## src/hw/dfc_params.svh

```systemverilog
// constants for the dma channel flow control block
`ifndef DFC_PARAMS_SVH
`define DFC_PARAMS_SVH
// ------------------------------------------------------------
// channel command codes
// ------------------------------------------------------------
`define DFC_CMD_NO_EVENT_ACTION   2'h0
`define DFC_CMD_SUSPEND 2'h1
`define DFC_CMD_RESUME  2'h2
// ------------------------------------------------------------
// descriptor field codes
// ------------------------------------------------------------
`define DFC_BLKACT_SUSP   2'h2
`define DFC_BLKACT_BOTH   2'h3
`define DFC_EVOSEL_BLOCK  2'h1
`define DFC_EVOSEL_BEAT   2'h3
// ------------------------------------------------------------
// sizing and timing
// ------------------------------------------------------------
`define DFC_NUM_CH     8
`define DFC_NUM_EVCH   4
`define DFC_CLK_MHZ    100
`define DFC_EVPULSE_NS 10
`define DFC_EVPULSE_CYC ((`DFC_EVPULSE_NS * `DFC_CLK_MHZ) / 1000)
`endif

```

## src/hw/dfc_pkg.sv

```systemverilog
// types for the dma channel flow control block
package dfc_pkg;
   // ------------------------------------------------------------
   // event input actions
   // ------------------------------------------------------------
   typedef enum logic [2:0] {
      DFC_EV_NONE,
      DFC_EV_EVENT_TRIGGER_ACTION,
      DFC_EV_CONDITIONAL_TRIGGER_ACTION,
      DFC_EV_CONDITIONAL_BLOCK_ACTION,
      DFC_EV_SUSPEND,
      DFC_EV_RESUME,
      DFC_EV_SKIP_NEXT_SUSPEND_ACTION,
      DFC_EV_RSVD
   } dfc_evact_t;

   // ------------------------------------------------------------
   // per-channel configuration and status carriers
   // ------------------------------------------------------------
   typedef struct packed {
      logic       event_input_enable;
      logic       event_output_enable;
      dfc_evact_t event_action_field;
      logic       trigger_source_enabled;
   } dfc_chcfg_t;

   typedef struct packed {
      logic       descriptor_valid_bit;
      logic [1:0] block_action_field;
      logic [1:0] event_output_select;
   } dfc_desc_t;

   typedef struct packed {
      logic [1:0] channel;
      logic       pulse;
   } dfc_evout_t;
endpackage : dfc_pkg

```

## src/hw/dfc_evbuf.sv

```systemverilog
// two-entry event output buffer, a stalled receiver loses no pulse until both entries are full
module dfc_evbuf
   import dfc_pkg::*;
#(
   parameter int WIDTH = 2,
   parameter int DEPTH = 2
) (
   input  wire logic             clock,
   input  wire logic             rst_n,
   input  wire logic             in_valid,
   output logic                  in_ready,
   input  wire logic [WIDTH-1:0] in_data,
   output logic                  out_valid,
   input  wire logic             out_ready,
   output logic      [WIDTH-1:0] out_data
);
   localparam int AW = (DEPTH > 1) ? $clog2(DEPTH) : 1;
   logic [WIDTH-1:0] mem      [DEPTH];
   logic [WIDTH-1:0] next_mem [DEPTH];
   logic [AW-1:0]    wr_ptr, rd_ptr, next_wr_ptr, next_rd_ptr;
   logic [AW:0]      count, next_count;
   logic             push, pop;

   function automatic logic [AW-1:0] bump(input logic [AW-1:0] p);
      bump = (p == AW'(DEPTH - 1)) ? '0 : p + 1'b1;
   endfunction : bump

   assign in_ready  = (count != (AW+1)'(DEPTH));
   assign out_valid = (count != '0);
   assign push      = in_valid && in_ready;
   assign pop       = out_valid && out_ready;

   always_comb begin
      next_mem    = mem;
      next_wr_ptr = wr_ptr;
      next_rd_ptr = rd_ptr;
      next_count  = count;
      if (push) begin
         next_mem[wr_ptr] = in_data;
         next_wr_ptr      = bump(wr_ptr);
      end
      if (pop) begin
         next_rd_ptr = bump(rd_ptr);
      end
      if (push && !pop) begin
         next_count = count + 1'b1;
      end else if (pop && !push) begin
         next_count = count - 1'b1;
      end
   end

   always_ff @(posedge clock or negedge rst_n) begin
      if (!rst_n) begin
         for (int i = 0; i < DEPTH; i++) begin
            mem[i] <= '0;
         end
         wr_ptr <= '0;
         rd_ptr <= '0;
         count  <= '0;
      end else begin
         mem    <= next_mem;
         wr_ptr <= next_wr_ptr;
         rd_ptr <= next_rd_ptr;
         count  <= next_count;
      end
   end

   // data leaves straight from the storage flops
   assign out_data = mem[rd_ptr];
endmodule : dfc_evbuf

```

## src/hw/dfc_evpulse.sv

```systemverilog
// stretches a request into an output event pulse of a fixed width
module dfc_evpulse
   import dfc_pkg::*;
#(
   parameter int CYCLES = 1
) (
   input  wire logic clock,
   input  wire logic rst_n,
   input  wire logic valid,
   output logic      ready,
   output logic      pulse
);
   localparam int CW = (CYCLES > 1) ? $clog2(CYCLES + 1) : 1;
   logic [CW-1:0] left, next_left;

   // a new pulse only starts once the previous one is over
   assign ready = (left == '0);

   always_comb begin
      next_left = left;
      if (left != '0) begin
         next_left = left - 1'b1;
      end else if (valid) begin
         next_left = CW'(CYCLES);
      end
   end

   always_ff @(posedge clock or negedge rst_n) begin
      if (!rst_n) begin
         left  <= '0;
         pulse <= 1'b0;
      end else begin
         left  <= next_left;
         pulse <= (next_left != '0);
      end
   end
endmodule : dfc_evpulse

```

## src/hw/dfc_flow.sv

```systemverilog
// dma channel flow control: suspend, resume, event actions, event outputs, abort
`include "dfc_params.svh"
module dfc_flow
   import dfc_pkg::*;
#(
   parameter int NCH  = `DFC_NUM_CH,
   parameter int NEV  = `DFC_NUM_EVCH,
   parameter int EVW  = `DFC_EVPULSE_CYC
) (
   input  wire logic                 clock,
   input  wire logic                 rst_n,
   input  wire logic                 controller_enable_set,
   input  wire logic                 controller_disable_req,
   output logic                      controller_enable_bit,
   input  wire logic [NCH-1:0]       channel_enable_set,
   input  wire logic [NCH-1:0]       channel_disable_req,
   output logic      [NCH-1:0]       channel_enable_bit,
   input  wire logic [NCH-1:0][1:0]  command_write,
   input  wire logic [NCH-1:0]       command_strobe,
   output logic      [NCH-1:0][1:0]  channel_command_field,
   input  wire dfc_chcfg_t [NCH-1:0] channel_cfg,
   input  wire dfc_desc_t            active_desc,
   input  wire logic [2:0]           active_channel,
   input  wire logic                 active_busy,
   input  wire logic                 desc_fetched,
   input  wire logic                 burst_done,
   input  wire logic                 beat_done,
   input  wire logic                 block_done,
   input  wire logic                 writeback_done,
   input  wire logic [NCH-1:0]       periph_trigger,
   input  wire logic [NCH-1:0]       event_in,
   output logic      [NCH-1:0]       event_ack,
   output logic      [NCH-1:0]       channel_pending_bit,
   output logic      [NCH-1:0]       pending_channel_bit_n,
   input  wire logic [NCH-1:0]       transfer_started,
   output logic      [NCH-1:0]       channel_suspended,
   output logic      [NCH-1:0]       arbitration_mask,
   output logic      [NCH-1:0]       block_gate,
   output logic      [NCH-1:0]       channel_suspend_flag,
   input  wire logic [NCH-1:0]       suspend_flag_clear,
   output logic      [NCH-1:0]       fetch_error_bit,
   input  wire logic [NCH-1:0]       suspend_irq_enable,
   output logic      [NCH-1:0]       suspend_irq,
   output logic      [NEV-1:0]       event_out,
   output logic                      event_out_stall
);
   // ------------------------------------------------------------
   // state
   // ------------------------------------------------------------
   logic [NCH-1:0]      en, next_en, susp, next_susp, flag, next_flag, ferr, next_ferr;
   logic [NCH-1:0]      pend, next_pend, skip, next_skip, susreq, next_susreq;
   logic [NCH-1:0]      cblk, next_cblk, evsusp, next_evsusp, ack, next_ack;
   logic [NCH-1:0]      stop_req, next_stop_req;
   logic [NCH-1:0][1:0] cmd, next_cmd;
   logic                ctl_en, next_ctl_en;
   logic                bv, br;
   logic [1:0]          bd;
   logic [NEV-1:0]      pulse_ready;

   function automatic logic is_active(input logic [2:0] a, input int c);
      is_active = active_busy && (a == 3'(c));
   endfunction : is_active

   function automatic logic blk_suspends(input dfc_desc_t d);
      blk_suspends = (d.block_action_field == `DFC_BLKACT_SUSP) ||
                     (d.block_action_field == `DFC_BLKACT_BOTH);
   endfunction : blk_suspends

   // ------------------------------------------------------------
   // next-state logic
   // ------------------------------------------------------------
   always_comb begin
      logic act, disreq, any_left, evon, cfl;
      dfc_evact_t ea;
      next_en       = en;
      next_susp     = susp;
      next_flag     = flag;
      next_ferr     = ferr;
      next_pend     = pend;
      next_skip     = skip;
      next_susreq   = susreq;
      next_cblk     = cblk;
      next_evsusp   = evsusp;
      next_ack      = '0;
      next_stop_req = stop_req;
      next_cmd      = cmd;
      next_ctl_en   = ctl_en | controller_enable_set;
      act = 1'b0;
      disreq = 1'b0;
      evon = 1'b0;
      cfl = 1'b0;
      ea = DFC_EV_NONE;
      any_left = 1'b0;
      for (int c = 0; c < NCH; c++) begin
         act    = is_active(active_channel, c);
         disreq = channel_disable_req[c] || controller_disable_req || stop_req[c];
         evon   = (c < NEV) && channel_cfg[c].event_input_enable;
         ea     = channel_cfg[c].event_action_field;
         cfl    = 1'b0;
         if (channel_enable_set[c]) begin
            next_en[c] = 1'b1;
         end
         // software commands
         if (command_strobe[c]) begin
            next_cmd[c] = command_write[c];
         end
         if (cmd[c] == `DFC_CMD_SUSPEND) begin
            if (!en[c]) begin
               next_cmd[c] = `DFC_CMD_NO_EVENT_ACTION;
            end else if (skip[c]) begin
               next_skip[c] = 1'b0;
               next_cmd[c]  = `DFC_CMD_NO_EVENT_ACTION;
            end else if (!act || burst_done) begin
               next_susp[c] = 1'b1;
               next_cmd[c]  = `DFC_CMD_NO_EVENT_ACTION;
               cfl = 1'b1;
            end
         end else if (cmd[c] == `DFC_CMD_RESUME) begin
            next_cmd[c] = `DFC_CMD_NO_EVENT_ACTION;
            if (susp[c]) begin
               next_susp[c] = 1'b0;
            end else begin
               next_skip[c] = 1'b1;
            end
         end
         // event input actions
         if (evon && event_in[c]) begin
            unique case (ea)
               DFC_EV_EVENT_TRIGGER_ACTION: begin
                  if (!channel_cfg[c].trigger_source_enabled) begin
                     next_ack[c] = 1'b1;
                     next_pend[c] = 1'b1;
                  end else begin
                     next_ack[c] = 1'b1;
                     if (!pend[c] && periph_trigger[c]) begin
                        next_pend[c] = 1'b1;
                     end
                  end
               end
               DFC_EV_CONDITIONAL_TRIGGER_ACTION: begin
                  if (periph_trigger[c]) begin
                     next_pend[c] = 1'b1;
                     next_ack[c] = 1'b1;
                  end
               end
               DFC_EV_CONDITIONAL_BLOCK_ACTION: next_cblk[c] = 1'b1;
               DFC_EV_SUSPEND: if (en[c]) next_evsusp[c] = 1'b1;
               DFC_EV_RESUME: begin
                  next_ack[c]  = 1'b1;
                  next_susp[c] = 1'b0;
                  next_flag[c] = 1'b0;
               end
               DFC_EV_SKIP_NEXT_SUSPEND_ACTION: begin
                  if (susp[c]) begin
                     next_susp[c] = 1'b0;
                     next_ack[c]  = 1'b1;
                  end else begin
                     next_susreq[c] = 1'b1;
                  end
               end
               default: ;
            endcase
         end
         if (transfer_started[c]) begin
            next_pend[c] = 1'b0;
         end
         if (evsusp[c] && en[c] && (!act || burst_done)) begin
            next_evsusp[c] = 1'b0;
            next_ack[c]    = 1'b1;
            next_susp[c]   = 1'b1;
            cfl = 1'b1;
         end
         if (act && block_done) begin
            if (cblk[c]) begin
               next_cblk[c] = 1'b0;
               next_ack[c]  = 1'b1;
            end
            if (en[c] && blk_suspends(active_desc)) begin
               // a held skip event is acked here; a stored resume command has no event to ack
               if (susreq[c]) begin
                  next_susreq[c] = 1'b0;
                  next_ack[c]    = 1'b1;
               end else if (skip[c]) begin
                  next_skip[c] = 1'b0;
               end else begin
                  next_susp[c] = 1'b1;
                  cfl = 1'b1;
               end
            end
         end
         if (act && desc_fetched && !active_desc.descriptor_valid_bit && en[c]) begin
            next_susp[c] = 1'b1;
            next_ferr[c] = 1'b1;
            cfl = 1'b1;
         end
         // abort: the active channel waits for write-back, the rest go now
         if (en[c] && disreq) begin
            if (act && !writeback_done) begin
               next_stop_req[c] = 1'b1;
            end else begin
               next_en[c]       = 1'b0;
               next_stop_req[c] = 1'b0;
               next_susp[c]     = 1'b0;
               next_pend[c]     = 1'b0;
               next_evsusp[c]   = 1'b0;
            end
         end
         if (suspend_flag_clear[c]) begin
            next_flag[c] = 1'b0;
         end
         if (cfl) begin
            next_flag[c] = 1'b1;
         end
         any_left = any_left | next_en[c];
      end
      if (controller_disable_req && !any_left) begin
         next_ctl_en = 1'b0;
      end
   end

   // ------------------------------------------------------------
   // state registers
   // ------------------------------------------------------------
   always_ff @(posedge clock or negedge rst_n) begin
      if (!rst_n) begin
         en       <= '0;
         susp     <= '0;
         flag     <= '0;
         ferr     <= '0;
         pend     <= '0;
         skip     <= '0;
         susreq   <= '0;
         cblk     <= '0;
         evsusp   <= '0;
         ack      <= '0;
         stop_req <= '0;
         cmd      <= '0;
         ctl_en   <= 1'b0;
      end else begin
         en       <= next_en;
         susp     <= next_susp;
         flag     <= next_flag;
         ferr     <= next_ferr;
         pend     <= next_pend;
         skip     <= next_skip;
         susreq   <= next_susreq;
         cblk     <= next_cblk;
         evsusp   <= next_evsusp;
         ack      <= next_ack;
         stop_req <= next_stop_req;
         cmd      <= next_cmd;
         ctl_en   <= next_ctl_en;
      end
   end

   // ------------------------------------------------------------
   // outputs
   // ------------------------------------------------------------
   assign controller_enable_bit = ctl_en;
   assign channel_enable_bit    = en;
   assign channel_command_field = cmd;
   assign event_ack             = ack;
   assign channel_pending_bit   = pend;
   assign pending_channel_bit_n = pend;
   assign channel_suspended     = susp;
   assign arbitration_mask      = en & ~susp;
   assign fetch_error_bit       = ferr;
   assign channel_suspend_flag  = flag;
   // a conditional block channel may not start until its event has come
   always_comb begin
      for (int c = 0; c < NCH; c++) begin
         block_gate[c] = !((c < NEV) && channel_cfg[c].event_input_enable &&
                           channel_cfg[c].event_action_field == DFC_EV_CONDITIONAL_BLOCK_ACTION && !cblk[c]);
      end
   end
   assign suspend_irq = flag & suspend_irq_enable & en;

   // ------------------------------------------------------------
   // event outputs
   // ------------------------------------------------------------
   always_comb begin
      bv = 1'b0;
      bd = active_channel[1:0];
      if (active_busy && (int'(active_channel) < NEV) &&
          channel_cfg[active_channel].event_output_enable) begin
         bv = (block_done && active_desc.event_output_select == `DFC_EVOSEL_BLOCK) ||
              (beat_done  && active_desc.event_output_select == `DFC_EVOSEL_BEAT);
      end
   end
   assign event_out_stall = !br;

   logic       qv;
   logic [1:0] qd;
   dfc_evbuf #(.WIDTH(2), .DEPTH(2)) u_buf (
      .clock     (clock),
      .rst_n     (rst_n),
      .in_valid  (bv),
      .in_ready  (br),
      .in_data   (bd),
      .out_valid (qv),
      .out_ready (pulse_ready[qd]),
      .out_data  (qd)
   );
   for (genvar g = 0; g < NEV; g++) begin : g_evo
      dfc_evpulse #(.CYCLES(EVW)) u_pulse (
         .clock (clock),
         .rst_n (rst_n),
         .valid (qv && (qd == 2'(g))),
         .ready (pulse_ready[g]),
         .pulse (event_out[g])
      );
   end
endmodule : dfc_flow

```

## config.mk

```make
export PLATFORM = sky130hd
export DESIGN_NAME = dfc_flow
export DESIGN_NICKNAME = d
export VERILOG_FILES = /design/src/hw/dfc_pkg.sv /design/src/hw/dfc_evbuf.sv /design/src/hw/dfc_evpulse.sv /design/src/hw/dfc_flow.sv
export VERILOG_INCLUDE_DIRS = /design/src /design/src/hw
export SDC_FILE = /design/constraint.sdc
export NUM_CORES = 1
export LEC_CHECK = 0
export BUFFER_PORTS_ARGS = -buffer_cell sky130_fd_sc_hd__buf_2
export CORE_ASPECT_RATIO = 2
export CORE_UTILIZATION = 40
export CTS_CLUSTER_DIAMETER = 40
export DETAILED_ROUTE_END_ITERATION = 8
export PLACE_DENSITY = 0.71
export SYNTH_ARGS = -nofsm -noshare
export SYNTH_HDL_FRONTEND = slang
export SYNTH_HIERARCHICAL = 1
export SYNTH_SLANG_ARGS = --single-unit
```

## constraint.sdc

```tcl
create_clock -name clock -period 2.65 [get_ports clock]
set_input_delay 0.265 -clock clock [delete_from_list [all_inputs] [get_ports clock]]
set_output_delay 0.265 -clock clock [all_outputs]
set_load 0.01 [all_outputs]
```

# Yosys cells after proc, flatten, opt, wreduce, memory -nomap -nowiden

Cells that the tools add are included.

Flip-flop bits (word level): 109
Bits of input ports: 146
Output and inout bits: 102
Word-level logic and storage cells: 859

Add/sub/neg operators: 8
Magnitude comparators: 6
Equality and inequality tests: 55
Muxes and demuxes: 536
Bitwise operators: 18
Reduce and logical (&&, ||, !) cells: 186

Operators with widths:

| kind               | number |
|---|---|
| $mux 1             | 465 |
| $logic_and 1x1->1  | 110 |
| $mux 2             | 54 |
| $eq 3x3->1 const B | 16 |
| $eq 3x2->1 const B | 10 |
| $eq 2x2->1 const B | 13 |
| $logic_not 1->1    | 26 |
| $logic_or 1x1->1   | 26 |
| $and 8x8->8        | 3 |
| $reduce_bool 3->1  | 8 |
| $eq 2x1->1 const B | 10 |
| $bmux 6 s3         | 1 |
| $pmux 1 s2         | 8 |
| $eq 3x1->1 const B | 5 |
| $pmux 1 s3         | 4 |
| $reduce_bool 2->1  | 6 |
| $not 8->8          | 1 |
| $or 1x1->1         | 8 |
| $reduce_and 2->1   | 4 |
| $reduce_or 2->1    | 4 |
| $mux 5             | 1 |
| $bwmux 4           | 1 |
| $ge 2x2->1 const B | 2 |
| $lt 3x4->1 const B | 1 |
| other kinds (14)   | 22 |

# Logic depth before layout (Yosys ltp)

Gate-level depths: netlist of run 1.

Depth after elaboration: 19
Gate-level depth with buffers: 8
Mapped depth without buffers: 7

# Hierarchy

Netlist of run 1, hierarchy kept.

Modules (own cells, without submodules):

| module      | instances | cells an instance | area an instance (µm²) | seq. area each (µm²) |
|---|---|---|---|---|
| dfc_flow    | 1         | 586               | 5357.6                 | 2427.3 |
| dfc_evbuf   | 1         | 27                | 387.9                  | 200.2 |
| dfc_evpulse | 4         | 3                 | 35.0                   | 25.0 |

# Worst setup path before layout of run 1

Ideal clock, no wire load.

Path type: input port to flip-flop
Start point: in active_channel[0]
End point: reg u_buf.count[1]
Library setup time: 0.079 ns
Arrival time: 1.799 ns
Required time: 2.571 ns
Setup slack: 0.772 ns
Stages on the path: 7
Path buffers: 1
Cell sequence: buf_6 mux4_2 and4_1 and2_1 ha_1 nor2_1 xor2_1

Cells in the longest elaborated chain, start to end: 8
Elaborated cells on any way between the ends: 12
Those cells by class: order compare (1); mux (4); reduce/logical (7)

Ends and longest elaborated chain:

| item                                                              | line                             | text |
|---|---|---|
| start, declared                                                   | dfc_flow.sv:23                   | `input wire logic [2:0] active_channel,` |
| $bmux 6 s3 or $lt 3x3->1 (tied branches)                          | dfc_flow.sv:285, dfc_flow.sv:284 |  |
| $mux 5 (not written as such) or $logic_and 1x1->1 (tied branches) | dfc_flow.sv:285, dfc_flow.sv:284 |  |
| $logic_and 1x1->1 *                                               | dfc_flow.sv:284                  | `if (active_busy && (int'(active_channel) < NEV) &&` |
| $mux 1 *                                                          | dfc_flow.sv:284                  |  |
| via bv                                                            | dfc_flow.sv:56                   | `logic bv, br;` |
| $logic_and 1x1->1 *                                               | dfc_evbuf.sv:30                  | `assign push = in_valid && in_ready;` |
| via u_buf.push                                                    | dfc_evbuf.sv:22                  | `logic push, pop;` |
| $logic_not 1->1                                                   | dfc_evbuf.sv:47                  | `end else if (pop && !push) begin` |
| $logic_and 1x1->1                                                 | dfc_evbuf.sv:47                  |  |
| $reduce_bool 2->1 (no source line)                                | -                                |  |
| end signal, assigned                                              | dfc_evbuf.sv:64                  | `count <= next_count;` |
| end, declared                                                     | dfc_evbuf.sv:21                  | `logic [AW:0] count, next_count;` |

Mark *: on every way through the listed nets, which the timed path passes. The rest lies on a longest branch. The select of a mux whose other input is x is not followed.
A chain may end at the register's enable or synchronous reset.

# Worst setup path after layout of run 1

Start point: reg u_buf.rd_ptr
End point: reg u_buf.count[1]

Cells in the longest elaborated chain, start to end: 10
Elaborated cells on any way between the ends: 12
Those cells by class: mux (6); bitwise (1); reduce/logical (5)

Ends and longest elaborated chain:

| item                                        | line            | text |
|---|---|---|
| start, declared                             | dfc_evbuf.sv:20 | `logic [AW-1:0] wr_ptr, rd_ptr, next_wr_ptr, next_rd_ptr;` |
| start signal, assigned                      | dfc_evbuf.sv:63 | `rd_ptr <= next_rd_ptr;` |
| $not 1->2 (not written as such) *           | dfc_evbuf.sv:69 | `assign out_data = mem[rd_ptr];` |
| $mux 2 (not written as such) * (3 in a row) | dfc_evbuf.sv:69 |  |
| via qd[0]                                   | dfc_flow.sv:293 | `logic [1:0] qd;` |
| $bmux 1 s2 *                                | dfc_flow.sv:301 | `.out_ready (pulse_ready[qd]),` |
| $mux 1 (not written as such) *              | dfc_flow.sv:301 |  |
| $logic_and 1x1->1 *                         | dfc_evbuf.sv:31 | `assign pop = out_valid && out_ready;` |
| $logic_not 1->1                             | dfc_evbuf.sv:45 | `if (push && !pop) begin` |
| $logic_and 1x1->1                           | dfc_evbuf.sv:45 |  |
| $mux 2 or $reduce_bool 2->1 (tied branches) | -               |  |

Marked as above.

==> flow_metrics.py, run 1 <==
metrics = {
    "outcome": {
        "status": "completed",
    },
    "pwr": {
        "p_leak_nw": 3.75,
        "combPwrFrac": 0.357,
        "seqPwrFrac": 0.430,
        "finalPower_w": 0.00642,
        "swShare": 0.378,
        "p_per_area_mw_per_mm2": 868,
        "pwr-share-clk": 0.213,
        "p_switching_w": 0.00242,
        "ir_worst_vdd_uv": 568,
        "p_int_w": 0.00400,
    },
    "run": {
        "drv_cap": 0,
    },
    "sta": {
        "slew_viol_final": 0,
        "hold_violations": 0,
        "worst_pin_slew_ns": 0.698,
        "rsz0062_at_grt": "no",
        "fmax_mhz": 502,
        "layout_min_cycle_time_ns": 1.99,
        "finClkSkew_ns": 0.00919,
        "setup_viol": 0,
        "period_share": 0.751,
        "relSlewSlack": 0.535,
        "fin_setup_tns_ns": 0,
    },
    "setup_path": {
        "cp.arrival_ns": 2.22,
        "worstSetupEndpointType": "flop",
        "worstSetupPathType": "flop to flop",
        "start_kind": "flop",
        "worstPathMaxFanout": 5,
        "required_ns": 2.88,
    },
    "cts": {
        "clkTransAtPathRegs_ns": 0.07,
        "cts-root-buf": "clkbuf_16",
        "cts_tree": "yes",
        "cts.path.max_buffers": 2,
        "cts.sinks": 109,
        "clk_latency_ns": 0.35,
        "post_cts_buffers": 0,
        "cts_buffers": 9,
        "ctsResizeCount": 0,
        "h-tree-depth": 3,
    },
    "synthesis": {
        "synth_area_leaders": "dfrtp_1 46%, nor2_1 4.1%, nand2_1 3.4%",
        "seq_area_frac_synth": 0.463,
        "netlist_instances": 625,
        "avgSynthCellArea_um2": 9.42,
        "syn_area_mm2": 0.00589,
        "synth_edf_count": 0,
        "synth_compound_area_frac": 0.171,
        "synth_top_area_share": 0.463,
        "synth_ff_type": "dfrtp_1",
        "synthSimpleGateAreaFrac": 0.240,
        "yosys_warnings": 6,
        "ys_ff_latch": 109,
        "synth_common_cells": "109 x dfrtp_1, 65 x nor2_1, 54 x nand2_1, 34 x a21oi_1, 34 x inv_1",
        "synth_top_family_by_area": "simple AND/OR/NAND/NOR gates",
        "yosysTopAreaCell": "dfrtp_1",
        "muxShareOfSynthArea": 0.0555,
        "synth.most_common_cell": "dfrtp_1",
        "synth-adder-area-share": 0.0128,
        "synth_xor_area_frac": 0.00744,
        "synth_async_sr_flop_share": 1.00,
        "ys_types": 71,
    },
    "finish": {
        "regArea_mm2": 0.00273,
        "postLayoutCoreUtil": 0.515,
        "post-route-cell-area_mm2": 0.00740,
        "drive_above_1_share": 0.317,
        "multiInputGateArea_mm2": 0.00288,
        "nNetsFinal": 981,
        "areaGrowthSynthToFinish_pct": 25.7,
        "fill_cells": 1422,
    },
    "floorplanning": {
        "chipWidth_um": 87.8,
        "ioPinCount": 248,
        "rows": 62,
        "die_h_um": 174,
        "core_area_mm2": 0.0144,
        "start_util": 0.410,
        "die_area_mm2": 0.0152,
    },
    "placed_design": {
        "place_area_mm2": 0.00708,
        "placement.io_buffers": 210,
        "hpwl_um": 13100,
        "gp_congestion": 0.777,
    },
    "grt": {
        "antenna_found_initial": 3,
        "grt_pass1_vias": 5381,
        "grt_usage": 0.225,
        "grt_pass1_wl_um": 26200,
        "overflow": 0,
        "grt_max_degree": 53,
    },
    "route": {
        "drc_errors": 0,
        "dr.pass1.iters": 4,
        "first_iter_violations": 129,
        "antenna_violating_nets_post_route": 0,
        "vias": 5383,
        "wl_per_cell_um": 16.1,
        "vias_per_cell": 5.23,
        "wl_um": 16600,
    },
    "min_path": {
        "hp-class": "primary input to flop",
    },
}
## layer usage
layer  track usage  wire length, µm  vias up
li1              -                -     2614
met3        0.0443              820       27
met2         0.418             9350      165
met4        0.0984              464        0
met5             0                0        -
met1         0.235             5920     2577
## through the flow
stage               instances  hold WS [ns]  worst slack, ns
floorplan                 628       -0.0306            0.772
global placement         1009         0.353            0.565
detailed placement       1009         0.365            0.529
CTS                      1026        0.0493            0.641
global route             1029        0.0556            0.495
finish                   1029        0.0632            0.660
## sequential cells by signal (all words and copies together) (netlist names), 8 cells and up
name                   count
evsusp                     8
channel_command_field     16
skip                       8
fetch_error_bit            8
event_ack                  8
channel_pending_bit        8
channel_suspended          8
stop_req                   8
channel_suspend_flag       8
channel_enable_bit         8
## worst max-delay path, cell delays in order, from the launching register on
cell,delay (ns)
dfrtp_1,0.41
mux2_2,0.41
mux4_2,0.42
nand2_1,0.11
ha_1,0.17
xor2_1,0.15
nor2_1,0.06
xor2_1,0.14
## layout make-up
| type | instances | area share |
|---|---|---|
| Multi-Input combinational cell | 459 | 0.389 |
| Sequential cell | 109 | 0.369 |
| Timing Repair Buffer | 216 | 0.151 |
| Tap cell | 192 | 0.0325 |
| Clock buffer | 9 | 0.0305 |
| Inverter | 34 | 0.0173 |
| Clock inverter | 7 | 0.00998 |
| Antenna cell | 3 | 0.00102 |
## what timing repair did
action / CTS / global route
endpoints found under the setup margin: 0 / 0
hold buffers: 1 / 0
hold endpoints to repair: 46 / 0
## logic make-up (layout without fill, tap and decap cells)
kind of cell	Yosys count	count (layout)
buffers and inverters	60	266
DFF	109	109
muxes	28	28
adders and majority gates	6	6
AOI/OAI and AO/OA	152	152
and+or+nand+nor	264	264
other	1	7
xor gates and xnor gates	5	5
## power by group through the flow
stage | registers [W] | clock network [W] | logic, W
finish | 0.00276 | 0.00137 | 0.00229
global route | 0.00285 | 0.00145 | 0.00257
CTS | 0.00276 | 0.00142 | 0.00233
detailed placement | 0.00279 | 0 | 0.00231
global placement | 0.00278 | 0 | 0.00227
floorplan | 0.00274 | 0 | 0.00142
## final timing paths
| check | slack (ns) | startpoint | depth (start not counted) | endpoint |
|---|---|---|---|---|
| max in group asynchronous | 1.43 | rst_n | 3 | channel_command_field[1]$_DFF_PN0_ |
| max | 0.66 | u_buf/rd_ptr$_DFFE_PN0P_ | 7 | u_buf/count[1]$_DFFE_PN0P_ |
| min | 0.06 | transfer_started[7] | 2 | channel_pending_bit[7]$_DFF_PN0_ |
| min reg2reg | 0.45 | g_evo[2].u_pulse/pulse$_DFF_PN0_ | 1 | g_evo[2].u_pulse/pulse$_DFF_PN0_ |
| min in group asynchronous | 0.50 | rst_n | 2 | channel_suspend_flag[3]$_DFFE_PN0P_ |
| max reg2reg | 0.66 | u_buf/rd_ptr$_DFFE_PN0P_ | 7 | u_buf/count[1]$_DFFE_PN0P_ |
## cell usage in the layout (no fill, tap or decap), drive strengths merged, types with 13 or more instances in the layout
| cell type | n |
|---|---|
| nor2b | 30 |
| buf | 215 |
| nand2 | 55 |
| nor3 | 15 |
| mux2i | 15 |
| and3 | 15 |
| dfrtp | 109 |
| inv | 36 |
| nor2 | 65 |
| nor3b | 13 |
| nand2b | 21 |
| o21ai | 33 |
| a21oi | 35 |
(Power assumes the default switching activity.)
==> inputs of run 2 (changes only) <==
ABC_AREA = 1   (was default)
clock period = 2 ns   (was 2.65 ns; I/O delays follow)
==> run 2 against run 1 <==
  * Total power rose by 28%
  * Synthesized cell count rose by 25%
  * Flip-flop and latch count did not move
  * Cell count rose by 17%
  * Critical endpoint unchanged
  * Utilization rose by 0.73 points
  * Critical path type unchanged
  * Critical path depth rose by 5
==> flow_metrics.py, run 2 <==
metrics = {
    "pwr": {
        "ir_worst_vdd_uv": 433,
        "finalPower_w": 0.00821,
        "p_leak_nw": 4.22,
        "p_per_area_mw_per_mm2": 1090,
    },
    "setup_path": {
        "cp_cell_sequence": "inv_1, nand2_1, nand2_1, inv_1, nand3_1, nand4_1, nand2_2, ha_1, inv_1, nand3_1, nand2_1, nand2_1",
        "worstSetupEndpointType": "flop",
        "r2r-start": "u_buf/rd_ptr$_DFFE_PN0P_",
        "cpMostUsedCell": "nand2_1",
        "worstPathMaxFanout": 5,
        "cp.arrival_ns": 1.99,
        "start_kind": "flop",
        "cp_slowest_cell": "dfrtp_1",
        "slowest_delay_ns": 0.41,
        "worstSetupPathType": "flop to flop",
        "required_ns": 2.23,
        "crit_start": "u_buf/rd_ptr$_DFFE_PN0P_",
    },
    "finish": {
        "postLayoutCoreUtil": 0.523,
        "fill_cells": 1418,
        "layout_common_cells": "209 x buf_2, 169 x nand2_1, 137 x inv_1, 119 x nor2_1, 109 x dfrtp_1",
        "finalNonFillerCells": 1208,
        "drive_above_1_share": 0.255,
        "areaGrowthSynthToFinish_pct": 27.9,
        "final_common_cell": "buf_2",
        "largest_reg_flops": 16,
        "multiInputGateArea_mm2": 0.00252,
        "nNetsFinal": 1159,
        "regArea_mm2": 0.00273,
    },
    "sta": {
        "setup_slack_ns": 0.248,
        "rsz0062_at_grt": "no",
        "hold_violations": 0,
        "fmax_mhz": 571,
        "setup_viol": 0,
        "finClkSkew_ns": 0.0111,
        "period_share": 0.876,
        "slew_viol_final": 0,
        "layout_min_cycle_time_ns": 1.75,
        "fin_setup_tns_ns": 0,
    },
    "grt": {
        "overflow": 0,
        "grt_max_degree": 53,
        "grt_usage": 0.226,
        "grt_pass1_wl_um": 26700,
        "antenna_found_initial": 4,
        "grt_pass1_vias": 5893,
    },
    "synthesis": {
        "netlist_instances": 783,
        "ys_types": 39,
        "yosysTopAreaCell": "dfrtp_1",
        "yosys_warnings": 6,
        "ys_ff_latch": 109,
        "synth_async_sr_flop_share": 1.00,
        "synth_edf_count": 0,
        "seq_area_frac_synth": 0.465,
        "avgSynthCellArea_um2": 7.49,
        "synth_ff_type": "dfrtp_1",
        "syn_area_mm2": 0.00587,
        "synth.most_common_cell": "nand2_1",
        "synth_area_leaders": "dfrtp_1 46%, nand2_1 11%, inv_1 8.8%",
        "synth_top_area_share": 0.465,
        "synth_common_cells": "169 x nand2_1, 137 x inv_1, 119 x nor2_1, 109 x dfrtp_1, 54 x nand3_1",
    },
    "cts": {
        "cts.sinks": 109,
        "cts_tree": "yes",
        "cts-root-buf": "clkbuf_16",
        "clkTransAtPathRegs_ns": 0.07,
        "h-tree-depth": 3,
        "cts.path.max_buffers": 2,
        "clk_latency_ns": 0.35,
        "cts_buffers": 9,
    },
    "floorplanning": {
        "ioPinCount": 248,
        "start_util": 0.409,
        "die_area_mm2": 0.0152,
        "chipWidth_um": 87.6,
        "rows": 62,
        "die_h_um": 173,
        "core_area_mm2": 0.0144,
    },
    "route": {
        "dr.pass1.iters": 5,
        "drc_errors": 0,
        "first_iter_violations": 183,
        "vias": 5860,
        "wl_um": 16200,
        "wl_per_cell_um": 13.4,
        "antenna_violating_nets_post_route": 0,
        "vias_per_cell": 4.85,
    },
    "placed_design": {
        "placement.io_buffers": 210,
        "hpwl_um": 13100,
        "gp_congestion": 0.870,
        "post-place-ws_ns": 0.269,
        "placed_cells": 1180,
    },
    "min_path": {
        "hp-class": "primary input to flop",
        "min_from": "transfer_started[0]",
    },
    "run": {
        "drv_cap": 0,
    },
    "outcome": {
        "status": "completed",
    },
}
run 2: cell count changes after synthesis, moves of 10 or more:
cell	change
nand3_1	+43
inv_1	+103
nand2_1	+115
nand2b_1	-20
clkbuf_1	-10
nand4_1	+15
nor2_1	+54
nor3b_1	-12
nor2b_1	-30
or3_1	-10
and3_1	-13
run 2: cells by family (layout without fill, tap and decap cells):
logic type,count (synthesis),count (layout),share of synthesized area
and+or+nand+nor,407,407,0.302
buffers and inverters,155,381,0.108
DFF,109,109,0.465
AOI/OAI and AO/OA,96,96,0.0968
muxes,8,8,0.0136
adders and majority gates,6,6,0.0128
other,1,8,0.000639
xor gates and xnor gates,1,1,0.00149
run 2: layout make-up:
cell class,count,area share
well taps,192,0.0320
repair buffers,226,0.161
flip-flops and latches,109,0.364
clock inverters,6,0.00634
clock buffers,10,0.0305
diodes,4,0.00133
multi-input cells,522,0.336
inverters,139,0.0696
run 2: final timing paths:
check	slack [ns]	end	cells past startpoint
min reg2reg	0.46	g_evo[2].u_pulse/pulse$_DFF_PN0_	1
max in group asynchronous	1.19	susreq[2]$_DFF_PN0_	3
max reg2reg	0.25	u_buf/count[1]$_DFFE_PN0P_	12
max	0.25	u_buf/count[1]$_DFFE_PN0P_	12
min	0.02	channel_pending_bit[0]$_DFF_PN0_	2
min in group asynchronous	0.25	channel_command_field[14]$_DFF_PN0_	2
run 2: power by group:
| group | total [W] | switching (W) | internal (W) | leakage, nW |
|---|---|---|---|---|
| Clock | 0.00169 | 0.000834 | 0.000856 | 0.133 |
| Sequential | 0.00340 | 0.000593 | 0.00281 | 1.37 |
| Combinational | 0.00312 | 0.00194 | 0.00118 | 2.72 |
run 2: per-stage QoR:
step | area [µm²] | hold WS [ns]
after floorplan | 5880 | -0.0956
after global placement | 7130 | 0.0891
after detailed placement | 7130 | 0.0861
after CTS | 7480 | 0.00257
after global routing | 7500 | 0.0155
final | 7500 | 0.0157
run 2: metal layers:
metal | GRT usage | routed length (µm) | up-vias
li1 | - | - | 2938
met3 | 0.0367 | 635 | 25
met1 | 0.235 | 5950 | 2737
met2 | 0.431 | 9160 | 160
met5 | 0 | 0 | -
met4 | 0.0922 | 423 | 0
run 2: what timing repair did:
item / 4_1_cts / 5_1_grt
hold buffers: 7 / 1
hold endpoints to repair: 20 / 1
setup buffers: 0 / 0
gates resized for setup: 0 / 0
run 2: worst max-delay path, delay by kind of cell (launching register included):
family / cells / cell delay, ns
fa+ha+maj: 1 / 0.25
buf+inv: 3 / 0.30
flops: 1 / 0.41
simple gates: 8 / 0.70
==> inputs of run 3 (changes only) <==
ABC_AREA = default   (was 1)
HOLD_SLACK_MARGIN = 0.02   (was default)
==> run 3 against run 2 <==
  * Register-to-register slack got worse by 0.17 ns
  * Via count fell by 6.5%
  * Combinational power rose by 6%
  * Clock-buffer cell count fell by 1
  * Sequential share of layout area fell by 0.74 points
  * Worst hold slack improved by 0.077 ns
  * Largest power group unchanged
  * Global-route usage barely moved
  * Largest cell class is now multi-input gates
  * Clock skew fell by 0.0016 ns
==> flow_metrics.py, run 3 (synthesis results as in run 1) <==
metrics = {
    "outcome": {
        "status": "completed",
    },
    "finish": {
        "drive_above_1_share": 0.327,
        "final_common_cell": "buf_2",
        "layout_common_cells": "209 x buf_2, 109 x dfrtp_1, 65 x nor2_1, 54 x nand2_1",
        "nNetsFinal": 1009,
        "areaGrowthSynthToFinish_pct": 30.1,
        "largest_reg_flops": 16,
        "fill_cells": 1379,
        "post-route-cell-area_mm2": 0.00766,
        "finalNonFillerCells": 1058,
    },
    "placed_design": {
        "post-place-ws_ns": 0.0458,
        "placement.io_buffers": 210,
        "place_area_mm2": 0.00722,
        "placed_cells": 1026,
        "gp_congestion": 0.801,
        "hpwl_um": 13200,
    },
    "pwr": {
        "p_leak_nw": 3.89,
        "p_int_w": 0.00543,
        "finalPower_w": 0.00871,
        "ir_worst_vdd_uv": 770,
        "swShare": 0.377,
        "pwr-share-clk": 0.214,
        "p_switching_w": 0.00328,
        "p_per_area_mw_per_mm2": 1140,
        "combPwrFrac": 0.380,
        "seqPwrFrac": 0.407,
    },
    "sta": {
        "hold_violations": 0,
        "setup_slack_ns": 0.0820,
        "worst_pin_slew_ns": 0.508,
        "finClkSkew_ns": 0.00942,
        "fin_setup_tns_ns": 0,
        "slew_viol_final": 0,
        "relSlewSlack": 0.661,
        "layout_min_cycle_time_ns": 1.92,
        "period_share": 0.959,
        "rsz0062_at_grt": "no",
        "setup_viol": 0,
        "fmax_mhz": 521,
    },
    "route": {
        "wirelength_met1_um": 6160,
        "wl_um": 16700,
        "drc_errors": 0,
        "dr.max_layer_used": "met4",
        "antenna_violating_nets_post_route": 0,
        "wl_per_cell_um": 15.8,
        "vias_per_cell": 5.18,
        "wl_met2_um": 9450,
        "vias": 5481,
        "wl_met3_um": 757,
        "first_iter_violations": 216,
        "dr.pass1.iters": 4,
    },
    "setup_path": {
        "worstSetupPathType": "flop to flop",
        "start_kind": "flop",
        "cp_slowest_cell": "mux4_2",
        "cp_cell_sequence": "mux2_4, mux4_2, nand2_1, ha_1, nor2_1, xor2_1",
        "crit_family": "multiplexers",
        "worstPathMaxFanout": 5,
        "critPathBufInv": 0,
        "worstSetupEndpointType": "flop",
        "required_ns": 2.27,
        "slowest_delay_ns": 0.42,
        "cp.arrival_ns": 2.19,
    },
    "floorplanning": {
        "ioPinCount": 248,
        "chipWidth_um": 87.8,
        "die_h_um": 174,
        "die_area_mm2": 0.0152,
        "core_area_mm2": 0.0144,
        "rows": 62,
        "start_util": 0.410,
    },
    "cts": {
        "cts_tree": "yes",
        "h-tree-depth": 3,
        "cts_buffers": 9,
        "cts-root-buf": "clkbuf_16",
        "clkTransAtPathRegs_ns": 0.07,
        "clk_latency_ns": 0.35,
        "cts.path.max_buffers": 2,
        "cts.sinks": 109,
    },
    "grt": {
        "grt_pass1_vias": 5407,
        "grt_max_degree": 59,
        "overflow": 0,
        "antenna_found_initial": 3,
        "grt_pass1_wl_um": 26500,
        "grt_usage": 0.226,
    },
    "run": {
        "drv_cap": 0,
    },
    "min_path": {
        "hp-class": "primary input to flop",
    },
}
-- run 3: changes by cell type in the layout (fill, tap and decap cells not counted), moves of 10 or more --
cell	before	now
and3_1	1	14
buf_4	8	22
inv_1	137	34
nand2_1	169	54
nand2b_1	0	20
nand3_1	54	11
nand4_1	17	2
nor2_1	119	65
nor2b_1	0	30
nor3b_1	1	13
or3_1	0	10
-- run 3: power by group through the flow --
stage,clock [W],sequential (W),combinational (W)
floorplan,0,0.00363,0.00188
global placement,0,0.00355,0.00323
detailed placement,0,0.00358,0.00329
CTS,0.00190,0.00354,0.00332
global route,0.00198,0.00365,0.00369
finish,0.00186,0.00354,0.00331
-- run 3: worst paths after layout --
path	endpoint	slack, ns	startpoint	depth (start not counted)
min reg2reg	fetch_error_bit[7]$_DFFE_PN0P_	0.46	fetch_error_bit[7]$_DFFE_PN0P_	1
max	u_buf/count[1]$_DFFE_PN0P_	0.08	u_buf/rd_ptr$_DFFE_PN0P_	6
max in group asynchronous	event_ack[2]$_DFF_PN0_	1.33	rst_n	3
max reg2reg	u_buf/count[1]$_DFFE_PN0P_	0.08	u_buf/rd_ptr$_DFFE_PN0P_	6
min in group asynchronous	channel_command_field[7]$_DFF_PN0_	0.38	rst_n	3
min	channel_command_field[5]$_DFF_PN0_	0.09	command_write[5]	3
-- run 3: layout make-up --
type / instances / area (µm²) / area share
Timing Repair Buffer: 244 / 1360 / 0.178
Sequential cell: 109 / 2730 / 0.356
Clock buffer: 9 / 225 / 0.0294
Antenna cell: 4 / 10.0 / 0.00131
Inverter: 34 / 128 / 0.0167
Multi-Input combinational cell: 459 / 2880 / 0.377
Tap cell: 192 / 240 / 0.0314
Clock inverter: 7 / 80.1 / 0.0105
-- run 3: routing by layer --
metal	global-route usage	up-vias
li1	-	2667
met1	0.241	2631
met2	0.425	159
met3	0.0357	24
met4	0.0861	0
met5	0	-
-- run 3: what timing repair did --
action                     CTS  global route
resized for setup            0             1
hold buffers                11             0
hold endpoints to repair   119             0
setup buffers                0             1
setup endpoints to repair    0             1
-- run 3: worst register-to-register path: cells and delay by family (launching register included) --
kind / cells / cell delay (ns)
XOR/XNOR: 1 / 0.16
adder cells (fa/ha/maj): 1 / 0.26
flip-flops: 1 / 0.41
multiplexers: 2 / 0.76
AND/OR/NAND/NOR: 2 / 0.25
-- run 3: per-stage QoR --
step                      hold slack (ns)   util
after floorplan                   -0.0956      -
after global placement              0.224  0.503
after detailed placement            0.226  0.503
after CTS                          0.0882  0.532
after global routing                0.102  0.533
final                              0.0929  0.533
